### config.mk
export PLATFORM = sky130hd
export DESIGN_NAME = rscl_latch
export DESIGN_NICKNAME = d
export VERILOG_FILES = /design/src/rscl_pkg.sv /design/src/rscl_sync.sv /design/src/rscl_latch.sv
export SDC_FILE = /design/constraint.sdc
export NUM_CORES = 1
export LEC_CHECK = 0
export BUFFER_PORTS_ARGS = -buffer_cell sky130_fd_sc_hd__buf_2
export CORE_MARGIN = 2
export CORE_UTILIZATION = 41
export DETAILED_ROUTE_END_ITERATION = 8
export GPL_ROUTABILITY_DRIVEN = 0
export PLACE_DENSITY = 0.86
export SYNTH_ARGS = -nofsm -noshare
export SYNTH_HDL_FRONTEND = slang
export SYNTH_SLANG_ARGS = --single-unit
### constraint.sdc
create_clock -name ref_clk -period 1.4 [get_ports ref_clk]
set_clock_uncertainty 0.1 [all_clocks]
set_input_delay 0.21 -clock ref_clk [delete_from_list [all_inputs] [get_ports ref_clk]]
set_output_delay 0.21 -clock ref_clk [all_outputs]
set_load 0.005 [all_outputs]
### src/rscl_pkg.sv
// Package for the reset strap configuration latch: register map, field
// positions, reset values, strap bit positions and divider constants.
// Assumes a 32-bit APB register bus and a 100 MHz device clock.
package rscl_pkg;

	// APB register byte offsets
	localparam logic [7:0] RSCL_STRAP_OFS = 8'h00;
	localparam logic [7:0] RSCL_MODE_OFS = 8'h04;
	localparam logic [7:0] RSCL_CTRL_OFS = 8'h08;
	localparam int RSCL_ADDR_W = 8;

	// Positions in the synchronised strap vector
	localparam int RSCL_SB_BYTE_ORDER = 0;
	localparam int RSCL_SB_BOOT_LO = 1;
	localparam int RSCL_SB_BOOT_HI = 2;
	localparam int RSCL_SB_CLK_LO = 3;
	localparam int RSCL_SB_CLK_HI = 4;
	localparam int RSCL_SB_HOST_WIDTH = 5;
	localparam int RSCL_SB_ETH_SEL = 6;
	localparam int RSCL_SB_GP0 = 7;
	localparam int RSCL_SB_EXT_CLK = 8;
	localparam int RSCL_SYNC_W = 9;
	localparam int RSCL_STRAP_W = 8;

	// Strap register field positions (capture done flag above the captured levels)
	localparam int RSCL_ST_DONE = 8;

	// Mode register field positions (decoded configuration)
	localparam int RSCL_MD_HOST_EN = 0;
	localparam int RSCL_MD_WIDE = 1;
	localparam int RSCL_MD_NARROW = 2;
	localparam int RSCL_MD_ETHERNET_SELECT_STRAP = 3;
	localparam int RSCL_MD_LOW_HIZ = 4;
	localparam int RSCL_MD_UP_HIZ = 5;
	localparam int RSCL_MD_INVALID = 6;
	localparam int RSCL_MD_BOOT_RSV = 7;
	localparam int RSCL_MD_CLK_RSV = 8;
	localparam int RSCL_MD_LITTLE = 9;
	localparam int RSCL_MD_ALWAYS_ON = 10;

	// Control register fields and reset value
	localparam int RSCL_CT_TICK_EN = 0;
	localparam logic RSCL_CTRL_RST = 1'b0;

	// Byte order encodings
	localparam logic RSCL_BIG_ENDIAN = 1'b0;
	localparam logic RSCL_LITTLE_ENDIAN = 1'b1;

	// Boot source encodings
	localparam logic [1:0] RSCL_BOOT_NONE = 2'h0;
	localparam logic [1:0] RSCL_BOOT_HOST = 2'h1;
	localparam logic [1:0] RSCL_BOOT_RSV = 2'h2;
	localparam logic [1:0] RSCL_BOOT_ROM8 = 2'h3;

	// External memory clock source encodings
	localparam logic [1:0] RSCL_CLK_EXT = 2'h0;
	localparam logic [1:0] RSCL_CLK_DIV4 = 2'h1;
	localparam logic [1:0] RSCL_CLK_DIV6 = 2'h2;
	localparam logic [1:0] RSCL_CLK_RSV = 2'h3;

	// Divider constants for the CPU-derived memory clock ticks
	localparam int RSCL_DIV_W = 3;
	localparam logic [RSCL_DIV_W-1:0] RSCL_DIV4 = 3'h4;
	localparam logic [RSCL_DIV_W-1:0] RSCL_DIV6 = 3'h6;
	localparam logic [RSCL_DIV_W-1:0] RSCL_DIV_NONE = 3'h0;
	localparam logic [RSCL_DIV_W-1:0] RSCL_DIV_ONE = 3'h1;

	// Capture sequencer states, Gray coded along the path
	typedef enum logic [1:0] {
		RSCL_CAP_WAIT = 2'h0,
		RSCL_CAP_LOAD = 2'h1,
		RSCL_CAP_HOLD = 2'h3
	} rscl_cap_state_t;

endpackage

### src/rscl_sync.sv
// Two-stage synchroniser bank for strap pins and the external clock pin.
// Assumes its inputs are asynchronous to clk; the stages hold no reset so
// that they already track the pins while device reset is asserted.
`timescale 1ns/1ps
module rscl_sync
	import rscl_pkg::*;
#(
	parameter int WIDTH = RSCL_SYNC_W
)
(
	input wire logic clk,
	input wire logic [WIDTH-1:0] async_in,
	output logic [WIDTH-1:0] sync_out
);

	logic [WIDTH-1:0] meta_reg;

	// One pair of flip-flops per pin; the first stage feeds only the second
	genvar i;
	generate
		for (i = 0; i < WIDTH; i++)
		begin : g_bit
			always_ff @(posedge clk)
			begin
				meta_reg[i] <= async_in[i];
				sync_out[i] <= meta_reg[i];
			end
		end
	endgenerate

endmodule // rscl_sync

### src/rscl_latch.sv
// Reset strap configuration latch: captures configuration straps at reset,
// decodes byte order, boot source, memory clock source and host port /
// Ethernet pin sharing, and shows the result over an APB slave.
// Assumes straps are held steady by board pulls while arst_n is low and for a few cycles after it rises.
//
// The implementer's own choices: the register addresses and the APB slave port.
`timescale 1ns/1ps
module rscl_latch
	import rscl_pkg::*;
(
	input wire logic ref_clk,
	input wire logic arst_n,
	// Strap pins and the external memory clock pin
	input wire logic byte_order_strap,
	input wire logic [3:0] extmem_address_pins,
	input wire logic host_width_strap,
	input wire logic ethernet_select_strap,
	input wire logic general_pin_bank0,
	input wire logic extmem_input_clock,
	// APB slave
	input wire logic psel,
	input wire logic penable,
	input wire logic pwrite,
	input wire logic [RSCL_ADDR_W-1:0] paddr,
	input wire logic [31:0] pwdata,
	output logic pready,
	output logic [31:0] prdata,
	output logic pslverr,
	// Decoded configuration
	output logic byte_order_mode,
	output logic [1:0] boot_mode,
	output logic boot_mode_reserved,
	output logic [1:0] extmem_clock_select,
	output logic extmem_clock_reserved,
	output logic extmem_clock_tick,
	output logic host_port_enable,
	output logic host_port_wide_mode,
	output logic host_port_narrow_mode,
	output logic ethernet_mac_enable,
	output logic host_data_lower_oe_allow,
	output logic host_data_upper_oe_allow,
	output logic host_data_lower_hiz,
	output logic host_data_upper_hiz,
	output logic mac_owns_upper_pins,
	output logic config_invalid,
	output logic always_on_periph_enable,
	output logic config_captured
);

	// Reset synchroniser: asynchronous assert, two-flop release
	logic rst_meta_reg;
	logic rst_n_reg;

	always_ff @(posedge ref_clk or negedge arst_n)
	begin
		if (!arst_n)
		begin
			rst_meta_reg <= 1'b0;
			rst_n_reg <= 1'b0;
		end
		else
		begin
			rst_meta_reg <= 1'b1;
			rst_n_reg <= rst_meta_reg;
		end
	end

	// Strap and external clock synchronisation
	logic [RSCL_SYNC_W-1:0] pins_async;
	logic [RSCL_SYNC_W-1:0] pins_sync;

	assign pins_async = {extmem_input_clock, general_pin_bank0, ethernet_select_strap,
		host_width_strap, extmem_address_pins, byte_order_strap};

	rscl_sync #(
		.WIDTH(RSCL_SYNC_W)
	) u_sync (
		.clk(ref_clk),
		.async_in(pins_async),
		.sync_out(pins_sync)
	);

	// Divider length for a memory clock source code; zero means no divider
	function automatic logic [RSCL_DIV_W-1:0] div_of(input logic [1:0] sel);
		logic [RSCL_DIV_W-1:0] d;
		d = RSCL_DIV_NONE;
		if (sel == RSCL_CLK_DIV4)
			d = RSCL_DIV4;
		else if (sel == RSCL_CLK_DIV6)
			d = RSCL_DIV6;
		return d;
	endfunction

	// Capture sequencer: waits out reset, loads once, then holds
	rscl_cap_state_t cap_state_reg;
	rscl_cap_state_t cap_state_next;

	always_comb
	begin
		cap_state_next = cap_state_reg;
		unique case (cap_state_reg)
			RSCL_CAP_WAIT: cap_state_next = RSCL_CAP_LOAD;
			RSCL_CAP_LOAD: cap_state_next = RSCL_CAP_HOLD;
			RSCL_CAP_HOLD: cap_state_next = RSCL_CAP_HOLD; // Frozen until reset
		endcase
	end

	always_ff @(posedge ref_clk or negedge rst_n_reg)
	begin
		if (!rst_n_reg)
			cap_state_reg <= RSCL_CAP_WAIT;
		else
			cap_state_reg <= cap_state_next;
	end

	// Captured strap levels; loaded only in the load state, at reset release
	logic [RSCL_STRAP_W-1:0] strap_reg;

	always_ff @(posedge ref_clk or negedge rst_n_reg)
	begin
		if (!rst_n_reg)
			strap_reg <= '0;
		else if (cap_state_reg == RSCL_CAP_LOAD)
			strap_reg <= pins_sync[RSCL_STRAP_W-1:0]; // Levels held in reset
	end

	// Named views of the captured straps
	logic cap_byte_order;
	logic [1:0] cap_boot;
	logic [1:0] cap_clk;
	logic cap_width;
	logic cap_eth;
	logic cap_gp0;
	logic cap_done;

	assign cap_byte_order = strap_reg[RSCL_SB_BYTE_ORDER];
	assign cap_boot = strap_reg[RSCL_SB_BOOT_HI:RSCL_SB_BOOT_LO];
	assign cap_clk = strap_reg[RSCL_SB_CLK_HI:RSCL_SB_CLK_LO];
	assign cap_width = strap_reg[RSCL_SB_HOST_WIDTH];
	assign cap_eth = strap_reg[RSCL_SB_ETH_SEL];
	assign cap_gp0 = strap_reg[RSCL_SB_GP0];
	assign cap_done = (cap_state_reg == RSCL_CAP_HOLD);

	// Byte order, boot source and memory clock source
	always_ff @(posedge ref_clk or negedge rst_n_reg)
	begin
		if (!rst_n_reg)
		begin
			byte_order_mode <= RSCL_LITTLE_ENDIAN;
			boot_mode <= RSCL_BOOT_NONE;
			boot_mode_reserved <= 1'b0;
			extmem_clock_select <= RSCL_CLK_EXT;
			extmem_clock_reserved <= 1'b0;
		end
		else
		begin
			// 0 big, 1 little; straps not live pins
			byte_order_mode <= cap_done ? cap_byte_order : RSCL_LITTLE_ENDIAN;
			boot_mode <= cap_done ? cap_boot : RSCL_BOOT_NONE;
			boot_mode_reserved <= cap_done && (cap_boot == RSCL_BOOT_RSV);
			extmem_clock_select <= cap_done ? cap_clk : RSCL_CLK_EXT;
			extmem_clock_reserved <= cap_done && (cap_clk == RSCL_CLK_RSV);
		end
	end

	// Host port and Ethernet pin sharing from the captured straps only
	always_ff @(posedge ref_clk or negedge rst_n_reg)
	begin
		if (!rst_n_reg)
		begin
			host_port_enable <= 1'b0;
			host_port_wide_mode <= 1'b0;
			host_port_narrow_mode <= 1'b0;
			ethernet_mac_enable <= 1'b0;
			host_data_lower_oe_allow <= 1'b0;
			host_data_upper_oe_allow <= 1'b0;
			host_data_lower_hiz <= 1'b1;
			host_data_upper_hiz <= 1'b1;
			mac_owns_upper_pins <= 1'b0;
		end
		else if (!cap_done)
		begin
			// Nothing drives the shared pins until the straps are in
			host_port_enable <= 1'b0;
			host_port_wide_mode <= 1'b0;
			host_port_narrow_mode <= 1'b0;
			ethernet_mac_enable <= 1'b0;
			host_data_lower_oe_allow <= 1'b0;
			host_data_upper_oe_allow <= 1'b0;
			host_data_lower_hiz <= 1'b1;
			host_data_upper_hiz <= 1'b1;
			mac_owns_upper_pins <= 1'b0;
		end
		else
		begin
			// Host port off only when both straps are high
			host_port_enable <= !(cap_eth && cap_width);
			// Wide host bus needs width high and Ethernet low
			host_port_wide_mode <= cap_width && !cap_eth;
			// Narrow host bus whenever width is low
			host_port_narrow_mode <= !cap_width;
			// MAC and management on only with the Ethernet strap
			ethernet_mac_enable <= cap_eth;
			// Lower pins belong to the host unless the host is off
			host_data_lower_oe_allow <= !(cap_eth && cap_width);
			host_data_lower_hiz <= cap_eth && cap_width;
			// Upper pins: host in wide mode, MAC with Ethernet, else idle
			host_data_upper_oe_allow <= cap_width && !cap_eth;
			host_data_upper_hiz <= !cap_width && !cap_eth;
			mac_owns_upper_pins <= cap_eth;
		end
	end

	// Invalid configuration flag and always-available peripherals
	always_ff @(posedge ref_clk or negedge rst_n_reg)
	begin
		if (!rst_n_reg)
		begin
			config_invalid <= 1'b0;
			always_on_periph_enable <= 1'b0;
			config_captured <= 1'b0;
		end
		else
		begin
			config_invalid <= cap_done && cap_gp0; // Pin zero high in reset
			always_on_periph_enable <= cap_done; // Independent of straps
			config_captured <= cap_done;
		end
	end

	// Memory clock ticks: divided CPU clock or edges of the external clock
	logic [RSCL_DIV_W-1:0] div_len;
	logic [RSCL_DIV_W-1:0] div_cnt_reg;
	logic ext_clk_prev_reg;
	logic ctrl_tick_en_reg;

	assign div_len = div_of(extmem_clock_select);

	always_ff @(posedge ref_clk or negedge rst_n_reg)
	begin
		if (!rst_n_reg)
		begin
			div_cnt_reg <= RSCL_DIV_NONE;
			ext_clk_prev_reg <= 1'b0;
			extmem_clock_tick <= 1'b0;
		end
		else
		begin
			ext_clk_prev_reg <= pins_sync[RSCL_SB_EXT_CLK];
			if (!ctrl_tick_en_reg || !config_captured || extmem_clock_reserved)
			begin
				div_cnt_reg <= RSCL_DIV_NONE;
				extmem_clock_tick <= 1'b0;
			end
			else if (div_len == RSCL_DIV_NONE)
			begin
				// External source: one tick per rising edge of the input clock
				div_cnt_reg <= RSCL_DIV_NONE;
				extmem_clock_tick <= pins_sync[RSCL_SB_EXT_CLK] && !ext_clk_prev_reg;
			end
			else if (div_cnt_reg >= div_len - RSCL_DIV_ONE)
			begin
				// One tick every four or six device clocks
				div_cnt_reg <= RSCL_DIV_NONE;
				extmem_clock_tick <= 1'b1;
			end
			else
			begin
				div_cnt_reg <= div_cnt_reg + RSCL_DIV_ONE;
				extmem_clock_tick <= 1'b0;
			end
		end
	end

	// Register views for readback
	logic [31:0] strap_view;
	logic [31:0] mode_view;

	always_comb
	begin
		strap_view = '0;
		strap_view[RSCL_STRAP_W-1:0] = strap_reg;
		strap_view[RSCL_ST_DONE] = config_captured;
		mode_view = '0;
		mode_view[RSCL_MD_HOST_EN] = host_port_enable;
		mode_view[RSCL_MD_WIDE] = host_port_wide_mode;
		mode_view[RSCL_MD_NARROW] = host_port_narrow_mode;
		mode_view[RSCL_MD_ETHERNET_SELECT_STRAP] = ethernet_mac_enable;
		mode_view[RSCL_MD_LOW_HIZ] = host_data_lower_hiz;
		mode_view[RSCL_MD_UP_HIZ] = host_data_upper_hiz;
		mode_view[RSCL_MD_INVALID] = config_invalid;
		mode_view[RSCL_MD_BOOT_RSV] = boot_mode_reserved;
		mode_view[RSCL_MD_CLK_RSV] = extmem_clock_reserved;
		mode_view[RSCL_MD_LITTLE] = byte_order_mode;
		mode_view[RSCL_MD_ALWAYS_ON] = always_on_periph_enable;
	end

	// APB address decode
	logic apb_setup;
	logic apb_access;
	logic hit_strap;
	logic hit_mode;
	logic hit_ctrl;

	assign apb_setup = psel && !penable;
	assign apb_access = psel && penable && pready;
	assign hit_strap = (paddr == RSCL_STRAP_OFS);
	assign hit_mode = (paddr == RSCL_MODE_OFS);
	assign hit_ctrl = (paddr == RSCL_CTRL_OFS);

	// APB answer: ready, data and error registered in the setup cycle
	always_ff @(posedge ref_clk or negedge rst_n_reg)
	begin
		if (!rst_n_reg)
		begin
			pready <= 1'b0;
			prdata <= '0;
			pslverr <= 1'b0;
		end
		else if (apb_setup)
		begin
			pready <= 1'b1;
			pslverr <= !(hit_strap || hit_mode || hit_ctrl);
			if (pwrite)
				prdata <= '0;
			else if (hit_strap)
				prdata <= strap_view;
			else if (hit_mode)
				prdata <= mode_view;
			else if (hit_ctrl)
				prdata <= {31'h0, ctrl_tick_en_reg};
			else
				prdata <= '0;
		end
		else
		begin
			pready <= 1'b0;
			prdata <= '0;
			pslverr <= 1'b0;
		end
	end

	// Control register write; strap and mode registers are read-only
	always_ff @(posedge ref_clk or negedge rst_n_reg)
	begin
		if (!rst_n_reg)
			ctrl_tick_en_reg <= RSCL_CTRL_RST;
		else if (apb_access && pwrite && hit_ctrl)
			ctrl_tick_en_reg <= pwdata[RSCL_CT_TICK_EN];
	end

endmodule // rscl_latch

### Yosys cells after proc, flatten, opt, wreduce, memory -nomap -nowiden

Index checks and enable logic that the tools add are counted.

| word-level totals | value |
|---|---|
| register bits after elaboration | 85 |

| operators by class | value |
|---|---|
| equality and inequality tests | 8 |
| muxes and demuxes | 25 |
| reduce and logical (&&, ||, !) cells | 28 |
| $add $sub $neg | 2 |
| magnitude comparators | 1 |

Operators by type and width:

| operator | number |
|---|---|
| $mux 11 | 3 |
| $mux 32 | 1 |
| $mux 3 | 5 |
| $mux 1 | 13 |
| $logic_and 1x1->1 | 12 |
| $eq 2x2->1 const B | 4 |
| $eq 8x3->1 const B | 1 |
| $eq 8x4->1 const B | 1 |
| $logic_not 1->1 | 8 |
| $logic_not 8->1 | 1 |
| $eq 2x1->1 const B | 2 |
| $logic_or 1x1->1 | 4 |
| $mux 2 | 2 |
| $pmux 2 s2 | 1 |
| $add 3x1->3 const B | 1 |
| $ge 3x3->1 | 1 |
| $logic_not 3->1 | 1 |
| $sub 3x1->3 const B | 1 |
| $logic_not 2->1 | 1 |
| $reduce_or 2->1 | 1 |

### Depth between registers and ports, before layout

Gate-level depths: netlist (run 1).

| depth | value |
|---|---|
| depth in word-level cells | 8 |
| gate-level depth with buffers | 6 |
| mapped depth without buffers | 6 |

### By module

Synthesis (run 1) repeated with hierarchy kept, for this count alone.

| unflattened totals | value |
|---|---|
| cell total of the unflattened synthesis | 173 |
| area total of the unflattened synthesis | 2,313.5 µm² |

Modules (own cells, without submodules):

| module | times used | cells an instance | area an instance (µm²) | seq. area each (µm²) |
|---|---|---|---|---|
| rscl_latch | 1 | 155 | 1,953.1 | 1,154.9 |
| rscl_sync | 1 | 18 | 360.3 | 360.3 |

### Worst setup path before layout (run 1)

Ideal clock, no wire load.

| timing path | value |
|---|---|
| path kind | reg-to-reg |
| start point | register extmem_clock_select[0] |
| end point | register div_cnt_reg[2] |
| arrival | 1.367 ns |
| cell stages (with the launch flop) | 7 |
| data required time | 1.212 ns |
| path slack | -0.155 ns |
| buffers on the path | 0 |
| cells stage by stage | dfrtp_1 inv_1 ha_1 ha_1 a21o_1 a21oi_1 nor3b_1 |

| on the way | value |
|---|---|
| word-level cells in the longest chain between the ends | 8 |
| elaborated cells between the ends (all ways) | 10 |
| classes of those cells | add/sub: 1; order compare: 1; eq/ne: 2; mux: 5; reduce/logical: 1 |

RTL lines:

| what | RTL line | source |
|---|---|---|
| start: declaration | rscl_latch.sv:33 | `output logic [1:0] extmem_clock_select,` |
| start signal: assignment | rscl_latch.sv:161 | `extmem_clock_select <= cap_done ? cap_clk : RSCL_CLK_EXT;` |
| $eq 2x2->1 | rscl_latch.sv:89 | `else if (sel == RSCL_CLK_DIV6)` |
| $mux 3 | rscl_latch.sv:89 |  |
| $mux 3 * | rscl_latch.sv:87 | `if (sel == RSCL_CLK_DIV4)` |
| $sub 3x1->3 | rscl_latch.sv:261 | `else if (div_cnt_reg >= div_len - RSCL_DIV_ONE)` |
| $ge 3x3->1 | rscl_latch.sv:261 |  |
| $mux 3 | rscl_latch.sv:261 |  |
| $mux 3 * | rscl_latch.sv:255 | `else if (div_len == RSCL_DIV_NONE)` |
| $mux 3 * | rscl_latch.sv:250 | `if (!ctrl_tick_en_reg \|\| !config_captured \|\| extmem_clock_reserved)` |
| end signal: assignment | rscl_latch.sv:269 | `div_cnt_reg <= div_cnt_reg + RSCL_DIV_ONE;` |
| end: declaration | rscl_latch.sv:233 | `logic [RSCL_DIV_W-1:0] div_cnt_reg;` |

Mark *: on every way between the ends. The rest lies on a longest branch, timed or not.
A chain may end at the register's enable or synchronous reset.

### Worst setup path after layout (run 1)

Same ends and word-level chain as after synthesis.

==> qor.txt, run 1 <==
Simple-gate share of the synthesized area - 0.108
Number of CTS-inserted buffers - 9
Peak fanout along the critical path - 4
CP Class - flip-flop to flip-flop
Slowest cell delay on critical path - 380 ps
Pre-CTS setup slack - -176 ps
1st-iter DRT viols - 30
Clk_lat worst skew - 330 ps
Sw Ratio - 0.217
Hold_sp - pwdata[0]
H-tree depth - 3
Synth Warn # - 0
Hold WS - 23.1 ps
# resized after CTS - 0
Setup crit start - extmem_clock_select[0]
Die Ht - 79.1 um
Dpl cells - 300
Ratio of cells with drive above 1 in the final layout - 0.387
Crit start category - flip-flop
Post-Syn Area - 2310 um^2
Critical Path Sink Type - flip-flop
Routed Antenna Nets - 0
Number of max-cap violations - 0
Fin. max-slew vios - 0
Worst path slowest cell - dfrtp_1
Worst R2R Start - extmem_clock_select[0]
Vias/cell - 4.30
Fmax - 0.636 GHz
Largest net degree at the start of global routing - 45
Vias - 1412
First-pass GRT wire length - 6410 um
XOR/XNOR Fraction of Synth Area - 0.00379
TritonCTS Sinks - 64
Comb pwr share - 0.077
Placeable Area - 5470 um^2
Initial Utilization - 0.423
Clk pin slew, worst setup/hold paths - 60 ps
Rows - 27
Outcome - finished with violations
Post-synthesis compound-gate area fraction - 0.0200
Syn Inst Count - 173
Clock buffer depth - 2
Aggregate routed wire length - 3950 um
Failing checks - setup timing
Data arrival, critical path - 1720 ps
Largest register FFs - 11
CP cell instances - buf_4 > ha_1 > ha_1 > a21oi_2 > nor3b_2
Vias in the first global route - 1397
Minimum clock period after layout - 1570 ps
CTS tree - yes
Ant. Diodes - 0
Port bufs - 55
Drt first pass iters - 4
Drt wl/cell - 12.1 um
Fin. Hold Viols - 0
Fill cell count - 484
Nets - 310
Root Buffer - clkbuf_8
IO Pins - 108
Setup TNS - -594 ps
Initial antenna violation count - 0
Sequential share of the synthesized area - 0.655
Final period util - 1.12
VDD IR-drop max - 0.989 mV
Worst setup margin - -171 ps
Drt drc - 0
Post-synth cell types - 33
Post-layout power - 3.86 mW
Final setup fails - 4
Clock network power share - 0.403
Chip width - 79.1 um
Internal power - 3.02 mW
Mux share of post-synthesis cell area - 0.0827
Area Overhead vs Synth - 28.3%
Synth Area in Adders - 0.0270
Worst path most repeated cell - ha_1
Gr usage total - 0.142
Worst hold-check path type - primary input to flip-flop
Static Leak - 1.57 nW
Yosys reg bits - 64
RSZ-0062 raised after global routing - yes
CP required - 1550 ps
Pwr dens - 1300 nW/um^2
Mean Syn Cell Area - 13.4 um^2
Grt total ovfl - 0
Switch Pwr - 0.838 mW
DP Wirelength - 2800 um
Largest family of logic cells by synthesized area - simple AND/OR/NAND/NOR gates
Finished Layout Cells - 328
Die ar. - 6260 um^2
Flop pwr share - 0.520
-- area by class of cell --
cell class / instances / area [um^2] / share of cell area
clock inverters: 3 / 40.0 / 0.0135
well taps: 72 / 90.1 / 0.0304
flip-flops and latches: 64 / 1520 / 0.511
clock buffers: 13 / 159 / 0.0535
inverters: 8 / 30.0 / 0.0101
multi-input cells: 94 / 674 / 0.227
repair buffers: 74 / 458 / 0.154
-- through the flow --
step | cell area, um^2 | util
global route | 2970 | 0.542
CTS | 2970 | 0.542
detailed placement | 2650 | 0.484
global placement | 2650 | 0.484
floorplan | 2420 | -
finish | 2970 | 0.542
-- cell usage after synthesis --
master | number | area, um^2
a21o_1 | 1 | 7.51
a21oi_1 | 2 | 10.0
a311oi_1 | 1 | 8.76
and2_1 | 1 | 6.26
and3_1 | 7 | 43.8
and4_1 | 1 | 8.76
and4_2 | 1 | 10.0
buf_2 | 2 | 10.0
buf_4 | 25 | 188
clkbuf_1 | 1 | 3.75
conb_1 | 2 | 7.51
dfrtp_1 | 43 | 1080
dfstp_2 | 3 | 78.8
dfxtp_1 | 18 | 360
ha_1 | 5 | 62.6
inv_1 | 8 | 30.0
mux2_2 | 9 | 101
mux2i_1 | 9 | 90.1
nand2_1 | 2 | 7.51
nand2b_1 | 1 | 6.26
nand3b_1 | 2 | 15.0
nand4_1 | 1 | 6.26
nand4b_2 | 1 | 15.0
nor2_1 | 12 | 45.0
nor2b_1 | 3 | 18.8
nor3_1 | 2 | 10.0
nor3b_1 | 4 | 30.0
nor4_4 | 1 | 21.3
o21ai_0 | 1 | 5.00
o22ai_1 | 1 | 6.26
o2bb2ai_1 | 1 | 8.76
or2_2 | 1 | 6.26
xnor2_1 | 1 | 8.76
-- cells by family (layout without fill, tap and decap cells) --
family                     after synthesis  count (layout)
DFF                                     64              64
and+or+nand+nor                         40              40
buffers and inverters                   36              98
muxes                                   18              18
AOI/OAI and AO/OA                        7               7
adders and majority gates                5               5
other                                    2              23
xor gates and xnor gates                 1               1
-- per-layer routing --
layer / GRT usage / up-vias / share of wire
met5: 0 / - / 0
met4: 0.0414 / 0 / 0.0061
met3: 0.0898 / 5 / 0.081
met2: 0.232 / 53 / 0.51
met1: 0.152 / 673 / 0.40
li1: - / 681 / -
-- critical path: cells and delay by family, from the launching register on --
family	cells	cell delay [ps]
simple gates	1	200
flops	1	380
buf+inv	1	140
compound gates	1	210
fa+ha+maj	2	470
-- power groups by stage --
stage	Sequential, mW	Clock [mW]	Combinational, mW
2_1_floorplan	2.05	0	0.179
3_3_place_gp	2.04	0	0.262
3_5_place_dp	2.04	0	0.273
4_1_cts	2.01	1.60	0.302
5_1_grt	2.02	1.70	0.336
6_report	2.01	1.55	0.296
-- repair_timing --
item,CTS,global route
hold buffers,11,0
endpoints found under the setup margin,4,4
endpoints found under the hold margin,13,0
pin swaps,2,2
buffers inserted,1,0
-- path summary, 6_finish.rpt --
kind                                       end  slack (ps)  cells after the start
setup / recovery                div_cnt_reg[2]        -170                      5
hold / removal                ctrl_tick_en_reg          20                      2
setup reg to reg                div_cnt_reg[2]        -170                      5
hold reg to reg                      prdata[6]         130                      1
max in group asynchronous  host_data_lower_hiz         800                      1
min in group asynchronous            rst_n_reg          90                      2
-- cells in the final DEF, fill, tap and decap left out, types with 2 or more instances in the layout --
cell type,count
buf_2,55
dfrtp_1,42
conb_1,23
dfxtp_1,18
nor2_1,12
clkbuf_8,11
dlygate4sd3_1,11
mux2i_1,9
mux2_2,9
inv_1,8
and3_1,7
buf_4,7
nor2b_1,3
ha_1,3
dfstp_2,3
nand3b_1,2
nor3b_2,2
nand2_1,2
nor3b_1,2
nor3_1,2
clkbuf_1,2
clkinv_2,2
(Power assumes the default switching activity.)
==> run 2: changes to the inputs <==
Settings changed: BUFFER_PORTS_ARGS -buffer_cell sky130_fd_sc_hd__buf_2 to not set, CORE_UTILIZATION 41 to 55, DONT_BUFFER_PORTS set to 1, PLACE_DENSITY 0.86 to 0.84.
==> qor.txt, run 2 (same netlist as run 1, synthesis figures left out) <==
Outcome - finished with violations
Failing checks - setup timing
IO Pins - 108
GR Layer Usage met2 - 0.328
DP Wirelength - 2870 um
Data arrival, critical path - 1730 ps
Chip width - 68.9 um
Register area - 1520 um^2
Pwr dens - 1300 nW/um^2
Static Leak - 1.34 nW
Commonest cells after routing, fill and taps aside - dfrtp_1 (42), conb_1 (23), dfxtp_1 (18)
Nets - 263
Hold WS - 42.5 ps
Number of max-cap violations - 0
Met1 Use GR - 0.217
Largest net degree at the start of global routing - 20
Worst hold-check path type - primary input to flip-flop
Finished Layout Cells - 259
Setup TNS - -559 ps
Worst setup margin - -184 ps
Initial Utilization - 0.574
1st-iter DRT viols - 86
Critical Path Sink Type - flip-flop
First-pass GRT wire length - 6350 um
Layout Utilization - 0.677
Initial antenna violation count - 0
Peak fanout along the critical path - 4
Fin. max-slew vios - 0
Slowest cell delay on critical path - 390 ps
Dpl cells - 225
Clk pin slew, worst setup/hold paths - 60 ps
CP Class - flip-flop to flip-flop
Final setup fails - 4
Met3 Use GR - 0.104
Port bufs - 0
Placeable Area - 4030 um^2
CTS tree - yes
Vias - 1253
Footprint of the multi-input gates - 703 um^2
Worst path slowest cell - dfrtp_1
Die Ht - 68.9 um
Fmax - 0.631 GHz
Drt wl/cell - 15.3 um
Gr usage total - 0.199
CP required - 1540 ps
Vias in the first global route - 1288
Final period util - 1.13
TritonCTS Sinks - 64
Rel. slew slack - 0.578
Routed Antenna Nets - 0
Clk_lat worst skew - 330 ps
RSZ-0062 raised after global routing - yes
Ratio of cells with drive above 1 in the final layout - 0.225
Area Overhead vs Synth - 18.0%
Commonest non-fill, non-tap cell in the layout - dfrtp_1
CP cell instances - inv_1 > ha_2 > ha_4 > a21o_1 > a21oi_4 > nor3b_4
Pre-CTS setup slack - -220 ps
Drt drc - 0
VDD IR-drop max - 0.769 mV
Crit start category - flip-flop
Post-layout power - 3.53 mW
Root Buffer - clkbuf_8
Rows - 23
Aggregate routed wire length - 3960 um
Die ar. - 4740 um^2
Cell Area, Placed - 2360 um^2
Largest register FFs - 11
Fin area - 2730 um^2
Minimum clock period after layout - 1580 ps
Ant. Diodes - 0
Drt first pass iters - 4
GRT Max-Usage Layer - met2
Vias/cell - 4.84
Fin. Hold Viols - 0
Fill cell count - 294
H-tree depth - 3
Grt total ovfl - 0
Clock buffer depth - 2
Number of CTS-inserted buffers - 9
Worst-Margin Slew - 633 ps
run 2: final cells by class:
class / count / share of cell area
Clock buffer: 12 / 0.0495
Multi-Input combinational cell: 94 / 0.258
Tap cell: 50 / 0.0229
Clock inverter: 4 / 0.00779
Inverter: 8 / 0.0110
Sequential cell: 64 / 0.556
Timing Repair Buffer: 27 / 0.0954
run 2: what timing repair did:
action,in CTS,in global routing
hold buffers,16,1
resized for setup,2,3
pin swaps,4,2
gates cloned,0,0
hold endpoints to repair,24,2
setup buffers,1,0
setup endpoints to repair,4,8
run 2: path summary, 6_finish.rpt:
kind	from	endpoint	slack, ps	depth (start not counted)
worst max register to register	extmem_clock_select[0]	div_cnt_reg[0]	-180	6
worst min-delay path	paddr[0]	prdata[0]	40	2
max in group asynchronous	arst_n	rst_n_reg	510	2
worst min register to register	rst_n_reg	config_captured	80	0
worst max-delay path	extmem_clock_select[0]	div_cnt_reg[0]	-180	6
min in group asynchronous	rst_n_reg	config_captured	80	0
run 2: worst max-delay path, delay by kind of cell, from the launching register on:
kind / cells / cell delay (ps)
flops: 1 / 390
compound gates: 2 / 350
simple gates: 1 / 210
buf+inv: 1 / 70
fa+ha+maj: 2 / 380
run 2: report_power, final:
| part | internal [mW] | switching, mW |
|---|---|---|
| Clock | 0.635 | 0.632 |
| Combinational | 0.133 | 0.107 |
| Sequential | 1.95 | 0.0817 |
run 2: layer usage:
| metal | vias to the layer above | share of wire |
|---|---|---|
| met2 | 47 | 0.55 |
| met5 | - | 0 |
| li1 | 587 | - |
| met4 | 0 | 0.012 |
| met3 | 4 | 0.073 |
| met1 | 615 | 0.37 |
==> run 3: changes to the inputs <==
Settings changed: CORE_MARGIN 2 to not set, CORE_UTILIZATION 55 to 61, PLACE_DENSITY 0.84 to 0.88.
Clock period 1.4 ns to 1.7 ns, I/O delays scaled along.
==> qor.txt, run 3 (same netlist as run 1, synthesis figures left out) <==
Internal power - 2.26 mW
DR top layer - met4
Flop pwr share - 0.574
CTS tree - yes
H-tree depth - 3
Initial antenna violation count - 0
Vias in the first global route - 1321
Gr usage total - 0.215
Peak fanout along the critical path - 4
Reg2Reg Depth - 5
Commonest cells after routing, fill and taps aside - dfrtp_1 (42), conb_1 (23), dfxtp_1 (18)
Port bufs - 0
Fin. Hold Viols - 0
Hold_sp - paddr[2]
Worst R2R Start - extmem_clock_select[1]
DR WL met3 - 352 um
VDD IR-drop max - 0.969 mV
Clk_lat worst skew - 330 ps
CP required - 1840 ps
Root Buffer - clkbuf_8
Crit start category - flip-flop
Setup slack, reg-to-reg - 30 ps
Comb pwr share - 0.059
Setup TNS - 0 ps
Clock network power share - 0.367
Grt total ovfl - 0
Final setup fails - 0
Vias - 1263
IO Pins - 108
TritonCTS Sinks - 64
First-pass GRT wire length - 6130 um
Post-layout power - 2.90 mW
Sw Ratio - 0.220
Minimum clock period after layout - 1670 ps
Placeable Area - 3660 um^2
Data arrival, critical path - 1810 ps
Worst setup margin - 33.3 ps
Commonest non-fill, non-tap cell in the layout - dfrtp_1
Largest register FFs - 11
Switch Pwr - 0.638 mW
Worst-Margin Slew - 544 ps
Fill cell count - 251
Met2 wire length - 2140 um
Outcome - finished clean
Aggregate routed wire length - 3860 um
Routed Antenna Nets - 0
Ant. Diodes - 0
Drt wl/cell - 15.4 um
Area Overhead vs Synth - 13.1%
Final period util - 0.980
Chip width - 63.6 um
Rel. slew slack - 0.637
Ratio of cells with drive above 1 in the final layout - 0.173
Register area - 1520 um^2
Drt drc - 0
Met1 wire length - 1330 um
Reg2reg end - div_cnt_reg[0]
Cell Area, Placed - 2280 um^2
Static Leak - 1.29 nW
Rows - 22
Number of max-cap violations - 0
Fin area - 2620 um^2
Die ar. - 4040 um^2
CP Class - flip-flop to flip-flop
Vias/cell - 5.05
Footprint of the multi-input gates - 659 um^2
Pre-CTS setup slack - 22.7 ps
Nets - 256
Clock buffer depth - 2
Hold Path Depth - 2
DP Wirelength - 2450 um
Fin. max-slew vios - 0
Fmax - 0.600 GHz
Drt first pass iters - 4
Hold EP - prdata[2]
Number of CTS-inserted buffers - 9
1st-iter DRT viols - 59
Clk pin slew, worst setup/hold paths - 60 ps
Worst hold-check path type - primary input to flip-flop
Post-CTS Setup Inserts - 0
Layout Utilization - 0.715
Die Ht - 63.6 um
Initial Utilization - 0.632
Critical Path Sink Type - flip-flop
Largest net degree at the start of global routing - 45
Pwr dens - 1110 nW/um^2
[run 3: worst max path at each step]
stage | cells after the start | startpoint | endpoint
after floorplan | 6 | extmem_clock_select[0] | div_cnt_reg[2]
after global placement | 5 | extmem_clock_select[1] | div_cnt_reg[2]
after detailed placement | 5 | extmem_clock_select[1] | div_cnt_reg[2]
after CTS | 5 | extmem_clock_select[1] | div_cnt_reg[2]
after global routing | 5 | extmem_clock_select[1] | div_cnt_reg[0]
final | 5 | extmem_clock_select[1] | div_cnt_reg[0]
[run 3: per-stage QoR]
step | hold WS, ps | instances
3_3_place_gp | -141 | 218
5_1_grt | 16.4 | 250
6_report | 18.0 | 250
2_1_floorplan | -141 | 194
3_5_place_dp | -141 | 218
4_1_cts | 2.93 | 250
[run 3: routing by layer]
layer,track usage,vias to the layer above
met5,0,-
met4,0.0852,0
met3,0.127,5
met2,0.371,61
li1,-,572
met1,0.207,625
[run 3: power groups by stage]
stage | Clock (mW) | Combinational (mW) | Sequential (mW)
3_5_place_dp | 0 | 0.138 | 1.69
2_1_floorplan | 0 | 0.145 | 1.69
3_3_place_gp | 0 | 0.131 | 1.69
6_report | 1.06 | 0.172 | 1.67
4_1_cts | 1.10 | 0.173 | 1.67
5_1_grt | 1.18 | 0.193 | 1.68
[run 3: cell type report]
cell class / count / share of cell area
multi-input combinational: 94 / 0.252
sequential: 64 / 0.579
clock inverter: 1 / 0.00191
tap: 48 / 0.0229
timing repair buffer: 20 / 0.0727
inverter: 8 / 0.0115
clock buffer: 15 / 0.0598
[run 3: repair_timing]
action	in CTS	in global routing
hold buffers	16	0
resized for setup	0	3
hold endpoints to repair	22	0
setup endpoints to repair	0	4
[run 3: worst max-delay path, cell delays in order, from the launching register on]
cell,delay [ps]
dfrtp_1,420
ha_1,200
ha_1,280
a21o_1,170
a21oi_2,200
nor3b_2,220
